## config.mk

```make
export PLATFORM = sky130hd
export DESIGN_NAME = usr_shift_register
export DESIGN_NICKNAME = d
export VERILOG_FILES = /design/src/hw/usr_pkg.sv /design/src/hw/usr_fifo.sv /design/src/hw/usr_shift_register.sv
export VERILOG_INCLUDE_DIRS = /design/src /design/src/hw
export SDC_FILE = /design/constraint.sdc
export NUM_CORES = 1
export LEC_CHECK = 0
export ABC_CLOCK_PERIOD_IN_PS = 2400
export BUFFER_PORTS_ARGS = -buffer_cell sky130_fd_sc_hd__buf_4
export CORE_MARGIN = 2
export CORE_UTILIZATION = 40
export DETAILED_ROUTE_END_ITERATION = 16
export PLACE_DENSITY_LB_ADDON = 0.2
export SLEW_MARGIN = 20
export SYNTH_ARGS = -nofsm -noshare
export SYNTH_HDL_FRONTEND = slang
export SYNTH_HIERARCHICAL = 1
export SYNTH_SLANG_ARGS = --single-unit
```

## constraint.sdc

```tcl
create_clock -name i_clk -period 2.4 [get_ports i_clk]
set_clock_uncertainty 0.1 [all_clocks]
set_input_delay 0.48 -clock i_clk [delete_from_list [all_inputs] [get_ports i_clk]]
set_output_delay 0.48 -clock i_clk [all_outputs]
set_load 0.1 [all_outputs]
```

## src/hw/usr_defines.svh

```systemverilog
`ifndef USR_DEFINES_SVH
`define USR_DEFINES_SVH

// Register geometry
`define USR_STAGES 4
`define USR_LAST_STAGE 3

// Command word layout as held in the FIFO
`define USR_CMD_W 7
`define USR_CMD_PAR_LSB 0
`define USR_CMD_PAR_MSB 3
`define USR_CMD_K_N 4
`define USR_CMD_J 5
`define USR_CMD_LOAD_N 6

// FIFO geometry
`define USR_FIFO_DEPTH 16

// Reset values
`define USR_STAGE_RST 4'h0
`define USR_INV_RST 1'h1
`define USR_READY_RST 1'h1

`endif

```

## src/hw/usr_pkg.sv

```systemverilog
package usr_pkg;

  // First-stage action, encoded as {j, k_n}
  typedef enum logic [1:0] {
    USR_JK_CLEAR  = 2'h0,
    USR_JK_HOLD   = 2'h1,
    USR_JK_TOGGLE = 2'h2,
    USR_JK_SET    = 2'h3
  } usr_jk_e;

  // Operating mode, encoded as parallel_load_n
  typedef enum logic {
    USR_MODE_LOAD  = 1'h0,
    USR_MODE_SHIFT = 1'h1
  } usr_mode_e;

endpackage

```

## src/hw/usr_fifo.sv

```systemverilog
`timescale 1ns/100ps
`include "usr_defines.svh"

module usr_fifo
  import usr_pkg::*;
#(
  parameter int WIDTH = `USR_CMD_W,
  parameter int DEPTH = `USR_FIFO_DEPTH
) (
  // Clock and reset
  input wire logic i_clk,
  input wire logic i_nrst,
  // Fill side
  input wire logic i_in_valid,
  input wire logic [WIDTH-1:0] i_in_data,
  output logic o_in_ready,
  // Drain side
  output logic o_out_valid,
  output logic [WIDTH-1:0] o_out_data,
  input wire logic i_out_ready
);

  localparam int AW = (DEPTH > 1) ? $clog2(DEPTH) : 1;
  localparam int CW = $clog2(DEPTH + 1);
  localparam logic [AW-1:0] LAST_PTR = AW'(DEPTH - 1);
  localparam logic [CW-1:0] FULL_CNT = CW'(DEPTH);

  logic [WIDTH-1:0] mem [DEPTH];
  logic [AW-1:0] wr_ptr;
  logic [AW-1:0] rd_ptr;
  logic [CW-1:0] count;
  logic [CW-1:0] next_count;
  logic push;
  logic pop;

  assign push = i_in_valid & o_in_ready;
  assign pop = o_out_valid & i_out_ready;
  assign o_out_data = mem[rd_ptr];

  always_comb begin
    next_count = count;
    if (push && !pop) begin
      next_count = count + CW'(1);
    end else if (pop && !push) begin
      next_count = count - CW'(1);
    end
  end

  always_ff @(posedge i_clk) begin
    if (push) begin
      mem[wr_ptr] <= i_in_data;
    end
  end

  always_ff @(posedge i_clk or negedge i_nrst) begin
    if (!i_nrst) begin
      wr_ptr <= '0;
      rd_ptr <= '0;
    end else begin
      if (push) begin
        wr_ptr <= (wr_ptr == LAST_PTR) ? '0 : wr_ptr + AW'(1);
      end
      if (pop) begin
        rd_ptr <= (rd_ptr == LAST_PTR) ? '0 : rd_ptr + AW'(1);
      end
    end
  end

  // Flags are registered so ready and valid come from flip-flops
  always_ff @(posedge i_clk or negedge i_nrst) begin
    if (!i_nrst) begin
      count <= '0;
      o_in_ready <= `USR_READY_RST;
      o_out_valid <= 1'h0;
    end else begin
      count <= next_count;
      o_in_ready <= (next_count != FULL_CNT);
      o_out_valid <= (next_count != '0);
    end
  end

endmodule

```

## src/hw/usr_shift_register.sv

```systemverilog
`timescale 1ns/100ps
`include "usr_defines.svh"
// Overview of operation
// - Outside master clear, state changes only on the rising clock edge.
// - Load mode: all four stages take the parallel inputs in one clock.
// - Shift mode: stage n takes old stage n-1 for n from 1 to 3.
// - Shift mode stage 0 from j,k_n: clear, hold, toggle, set.
// - Low master clear at once zeroes stages and sets inverted output.
// - While master clear is low the reset state holds against all inputs.
// - Each stage has its output, plus the inverse of the last stage.

module usr_shift_register
  import usr_pkg::*;
#(
  parameter int STAGES = `USR_STAGES,
  parameter int FIFO_DEPTH = `USR_FIFO_DEPTH
) (
  // Clock and master clear
  input wire logic i_clk,
  input wire logic i_nrst,
  // Command stream from the driving logic
  input wire logic i_cmd_valid,
  input wire logic i_parallel_load_n,
  input wire logic i_j,
  input wire logic i_k_n,
  input wire logic [STAGES-1:0] i_parallel_inputs,
  output logic o_cmd_ready,
  // Drain control, low stalls the register
  input wire logic i_step_en,
  // Register state
  output logic [STAGES-1:0] o_stage_outputs,
  output logic o_last_stage_out_inv
);

  logic [`USR_CMD_W-1:0] cmd_in;
  logic [`USR_CMD_W-1:0] cmd;
  logic cmd_valid;
  logic fifo_in_ready;
  logic step;
  usr_mode_e mode;
  usr_jk_e jk;
  logic [STAGES-1:0] par;
  logic [STAGES-1:0] next_stage;
  logic next_first;

  assign cmd_in = {i_parallel_load_n, i_j, i_k_n, i_parallel_inputs};
  assign o_cmd_ready = fifo_in_ready;

  usr_fifo #(
    .WIDTH(`USR_CMD_W),
    .DEPTH(FIFO_DEPTH)
  ) u_fifo (
    .i_clk(i_clk),
    .i_nrst(i_nrst),
    .i_in_valid(i_cmd_valid),
    .i_in_data(cmd_in),
    .o_in_ready(fifo_in_ready),
    .o_out_valid(cmd_valid),
    .o_out_data(cmd),
    .i_out_ready(i_step_en)
  );

  // One queued command is applied per enabled edge
  assign step = cmd_valid & i_step_en;
  assign mode = usr_mode_e'(cmd[`USR_CMD_LOAD_N]);
  assign jk = usr_jk_e'({cmd[`USR_CMD_J], cmd[`USR_CMD_K_N]});
  assign par = cmd[`USR_CMD_PAR_MSB:`USR_CMD_PAR_LSB];

  // First stage: J/K action in shift mode
  always_comb begin
    if (mode == USR_MODE_LOAD) begin
      next_first = par[0];
    end else begin
      case (jk)
        USR_JK_CLEAR: next_first = 1'h0;
        USR_JK_HOLD: next_first = o_stage_outputs[0];
        USR_JK_TOGGLE: next_first = ~o_stage_outputs[0];
        USR_JK_SET: next_first = 1'h1;
        default: next_first = o_stage_outputs[0];
      endcase
    end
  end

  // Kept apart so the vector has only continuous drivers
  assign next_stage[0] = next_first;

  // Later stages: load or shift right
  genvar g;
  generate
    for (g = 1; g < STAGES; g = g + 1) begin : g_stage
      assign next_stage[g] = (mode == USR_MODE_LOAD) ? par[g]
                                                     : o_stage_outputs[g-1];
    end
  endgenerate

  // Master clear is asynchronous and dominant
  always_ff @(posedge i_clk or negedge i_nrst) begin
    if (!i_nrst) begin
      o_stage_outputs <= `USR_STAGE_RST;
      o_last_stage_out_inv <= `USR_INV_RST;
    end else if (step) begin
      o_stage_outputs <= next_stage;
      o_last_stage_out_inv <= ~next_stage[STAGES-1];
    end
  end

endmodule

```

Word-level counts from Yosys, hierarchy flattened
Memories as Yosys holds them, arrays and structs flattened. Index checks and enable logic that the tools add are counted.

Add/subtract/negate cells: 4. Equal/unequal tests: 7. Mux-type cells: 11. Bitwise operators: 4. Reductions and logical operators: 7.

Operators by type and width (count): 5-bit 2-to-1 mux (2); 4-bit by 1-bit adder with 4-bit output, second input constant (2); 4-bit equality test, second input constant (2); 4-bit 2-to-1 mux (2); 1-bit 2-to-1 mux (6); 5-bit by 1-bit adder with 5-bit output, second input constant (1); 5-bit inequality test, second input constant (1); 5-bit nonzero test (1); 5-bit by 1-bit subtractor with 5-bit output, second input constant (1); 2-bit equality test, second input constant (2); 1-bit case mux with 3 select lines (1); 1-bit bitwise AND (2); 2-bit by 1-bit equality test with 1-bit output, second input constant (1); 1-bit logical AND (2); 1-bit zero test (2); 2-bit zero test (1); 2-bit inequality test, second input constant (1); 1-bit inverter (2); 2-bit AND reduction (1).

Register bits: 20. Memory bits (writable): 112. Input bits: 11. Logic and storage cells: 42. Memories kept: 1.

Memory list: u_fifo.mem (depth 16, width 7, read ports 1, clocked after Yosys merged registers in 0, wr ports 1, RTL line usr_fifo.sv:28) `logic [WIDTH-1:0] mem [DEPTH];`.

Longest topological paths before layout
Word-level depth: 6. Depth in mapped cells: 9.

By module
The synthesis kept the hierarchy.

Modules (own cells, without submodules): usr_fifo (instances 1, cells each 280, area each 5191.2 µm²); usr_shift_register (instances 1, cells each 23, area each 240.2 µm²).

Worst setup path before layout
No wires, ideal clock.

Kind: register to register. From: register u_fifo.o_in_ready. To: memory u_fifo/mem[4][0] in the netlist's numbering (enable). Library setup time: 0.326 ns. Arrival time: 1.706 ns. Data required time: 1.974 ns. Setup slack: 0.268 ns. Stages on the path, launching flop included: 6. Path through: dfstp_2 > and2_1 > buf_2 > nand2_1 > nor2_1 > and2_1.

Word-level cells in the longest chain between the ends: 3.

RTL lines: start, declared (RTL line usr_fifo.sv:16) `output logic o_in_ready,`; start signal, assigned (RTL line usr_fifo.sv:73) `` o_in_ready <= `USR_READY_RST; ``; start signal, assigned (RTL line usr_fifo.sv:77) `o_in_ready <= (next_count != FULL_CNT);`; 1-bit bitwise AND (RTL line usr_fifo.sv:36) `assign push = i_in_valid & o_in_ready;`; 1-bit 2-to-1 mux (RTL line usr_fifo.sv:50) `if (push) begin`; 1-bit 2-to-1 mux (not written as such) (RTL line usr_fifo.sv:51) `mem[wr_ptr] <= i_in_data;`; end, declared (RTL line usr_fifo.sv:28).

No other way between the ends.

Worst setup path in the final report
From: register u_fifo.rd_ptr[0]. To: register o_stage_outputs[3].

Word-level cells in the longest chain between the ends: 2.

RTL lines: start, declared (RTL line usr_fifo.sv:30) `logic [AW-1:0] rd_ptr;`; start signal, assigned (RTL line usr_fifo.sv:64) `rd_ptr <= (rd_ptr == LAST_PTR) ? '0 : rd_ptr + AW'(1);`; memory 16 x 7 bit; named net cmd[3] (RTL line usr_shift_register.sv:36) `` logic [`USR_CMD_W-1:0] cmd; ``; 1-bit 2-to-1 mux (RTL line usr_shift_register.sv:91) `assign next_stage[g] = (mode == USR_MODE_LOAD) ? par[g]`; end signal, assigned (RTL line usr_shift_register.sv:99) `` o_stage_outputs <= `USR_STAGE_RST; ``; end signal, assigned (RTL line usr_shift_register.sv:102) `o_stage_outputs <= next_stage;`; end, declared (RTL line usr_shift_register.sv:31) `output logic [STAGES-1:0] o_stage_outputs,`.

The timed path passes the listed nets, and every way through them passes these cells. A chain may end at the register's enable or synchronous reset.

==> metrics.txt <==
I/O Buffers 16; die width 121 um; first-pass GRT wire length 16800 um; Hold WC Path Type input port to flop; fill count 1134; CTS sink count 132; final hold vios 0; Startpoint Class flop; vias in the first global route 2765; Setup TNS Final 0 ps; Die Footprint 0.0145 sq mm; Placer Congestion 0.722; routed vias 2756; Num CTS Buffers 17; Setup-failing EPs final 0; Req. time, crit path 2580 ps; Largest stage delay, worst path 570 ps; ANT cells 0; Clock Latency Late Sink 410 ps; Synth Area in Adders 0.0161; MaxCap Viol Count 0; Final ANT Viol Nets 0; Async SR Flop Fraction 0.152; period utilization 0.897; fmax 464 MHz; final-report max-slew violation count 0; WS Path Type flop to flop; multiplexer share of the synthesized area 0.126; Post-Synth XOR/XNOR Area 0.00968; Syn Inst Count 303; VDD IR max 0.585 mV; layout cell share with drive strength beyond 1 0.230; Core ar. 0.0132 sq mm; Layout area overhead 17.3%; endpoint class of the critical path flop; die height 121 um; met2 GRT Util 0.242; cts repair resizes 0; slowest CP cell mux4_1; most used routing layer met2; power per cell area 1270 mW/mm^2; Initial Utilization 0.410; worst slew pin tran 558 ps; CTS tree built; Routed WL 11000 um; RSZ-0062 raised after global routing no; Synth Area in Simple Gates 0.0686; Leakage 2.23 nW; library cells used by synthesis 43; CP Max Fanout 10; Critical Path AT 2340 ps; Cell Area, Placed 0.00577 sq mm; routing usage on met3 0.0462; critical-path cell list buf_12, mux4_1, a22oi_1, nand2_1, nor2b_1, a211oi_2, nor2_1; number of flops mapped to enable cells by yosys 112; post-route cell area 0.00637 sq mm; initial antenna violation count 0; Vias/cell 5.26; compound-gate portion of the synthesized area 0.0475; # IOs 17; fin nets 353; Initial DRC Count 276; CTS max path bufs 2; synthesized cell area 0.00543 sq mm; Slew headroom 0.627; DR WL/cell 20.9 um; Max H-tree Level 4; #FFs+latches synth 132; sequential share of the synthesized area 0.712; Cell Count, Final, Fillers Out 524; Reg clk slew, reported paths 50 ps; TritonRoute pass-1 iters 5; Sequential Area 0.00387 sq mm; CTS Root Cell clkbuf_16; largest family of logic cells by synthesized area multiplexers; grt ovf 0; largest net degree at the start of global routing 33; multi-input logic area 0.00146 sq mm; Total GRT Usage 0.166; Syn. warnings 6; GR Util met1 0.238; prevailing post-synth register cell edfxtp_1; min cycle time layout 2150 ps; syn avg cell area 17.9 sq um; syn nets 321; DRC Markers 0; status complete, no violations; num rows 42; Design Power 8.10 mW; placed insts 491; DP HPWL 6950 um
[metal layers]
metal,vias up,routed length [um]
met1,1402,5120
met4,0,129
li1,1277,-
met3,7,510
met5,-,0
met2,70,5190
[repair_timing]
action / CTS / global route
setup endpoints to repair: 0 / 0
setup buffers: 0 / 0
hold buffers: 1 / 0
endpoints found under the hold margin: 18 / 0
[cells in the mapped netlist (2+ instances only)]
cell,instances,area share
edfxtp_1,112,0.62
nand2_1,20,0.014
mux4_2,19,0.079
dfrtp_1,18,0.083
and2_1,16,0.018
a22oi_1,15,0.021
mux4_1,9,0.044
o21ai_0,8,0.0074
ha_1,7,0.016
nand3_1,7,0.0064
nor2_1,7,0.0048
inv_1,6,0.0041
a21oi_1,5,0.0046
and3_1,5,0.0058
nor3_1,4,0.0037
xnor2_1,4,0.0064
buf_1,3,0.0021
buf_2,3,0.0028
a211oi_1,2,0.0028
a21o_1,2,0.0028
buf_4,2,0.0028
buf_6,2,0.0041
dfstp_2,2,0.0097
mux2i_1,2,0.0037
nand2_2,2,0.0023
nand4_1,2,0.0023
nor2b_1,2,0.0023
xor2_1,2,0.0032
[power by group]
part / leakage [nW] / internal [mW] / switching, mW
sequential: 1.25 / 2.85 / 0.233
combinational: 0.707 / 1.01 / 1.44
clock: 0.275 / 1.63 / 0.942
[final timing paths]
check                           slack (ps)                   end          startpoint  cells past startpoint
worst max register to register         250    o_stage_outputs[3]    u_fifo/rd_ptr[0]                      7
min in group asynchronous              400       u_fifo/count[1]              i_nrst                      2
worst max-delay path                   250    o_stage_outputs[3]    u_fifo/rd_ptr[0]                      7
worst min register to register         400    o_stage_outputs[3]  o_stage_outputs[3]                      2
max in group asynchronous             1510  o_last_stage_out_inv              i_nrst                      2
worst min-delay path                   260    o_stage_outputs[3]           i_step_en                      3
[kinds of logic after synthesis]
kind of cell    Yosys count
mux                      30
buf+inv                  18
compound gates           38
xor+xnor                  6
fa+ha+maj                 7
flops                   132
simple gates             72
[critical path, delay by kind of cell (launching register included)]
family	cells	cell delay, ps
muxes	1	570
DFF	1	450
AOI/OAI and AO/OA	2	430
and+or+nand+nor	3	310
buffers and inverters	1	170
[registers in the layout, summed over array words and instances (netlist names)]
signal                cells
u_fifo/rd_ptr             4
u_fifo/o_in_ready         1
u_fifo/mem              112
o_stage_outputs           4
o_last_stage_out_inv      1
u_fifo/o_out_valid        1
u_fifo/count              5
u_fifo/wr_ptr             4
[through the flow]
| stage | hold slack, ps | setup WS [ps] | utilization |
|---|---|---|---|
| 3_3_place_gp | 286 | 291 | 0.436 |
| 2_1_floorplan | 84.4 | 268 | - |
| 6_report | 265 | 246 | 0.481 |
| 5_1_grt | 280 | 117 | 0.481 |
| 4_1_cts | 238 | 255 | 0.481 |
| 3_5_place_dp | 290 | 264 | 0.436 |
[area by class of cell]
cell class,instances,share of cell area
timing repair buffer,25,0.0338
multi-input combinational,153,0.228
clock buffer,19,0.0679
tap,176,0.0346
sequential,132,0.607
inverter,6,0.00353
clock inverter,13,0.0251
[layout by cell type, fill, tap and decap left out, drive strengths merged, types with 3 or more instances in the layout]
| master | count |
|---|---|
| edfxtp | 112 |
| mux4 | 28 |
| buf | 24 |
| nand2 | 22 |
| clkbuf | 19 |
| dfrtp | 18 |
| and2 | 16 |
| a22oi | 15 |
| o21ai | 8 |
| nor2 | 7 |
| nand3 | 7 |
| ha | 7 |
| inv | 6 |
| a21oi | 5 |
| clkinvlp | 5 |
| and3 | 5 |
| clkinv | 5 |
| nor3 | 4 |
| xnor2 | 4 |
| bufinv | 3 |
| a211oi | 3 |
Power figures use the tool's default switching activity.
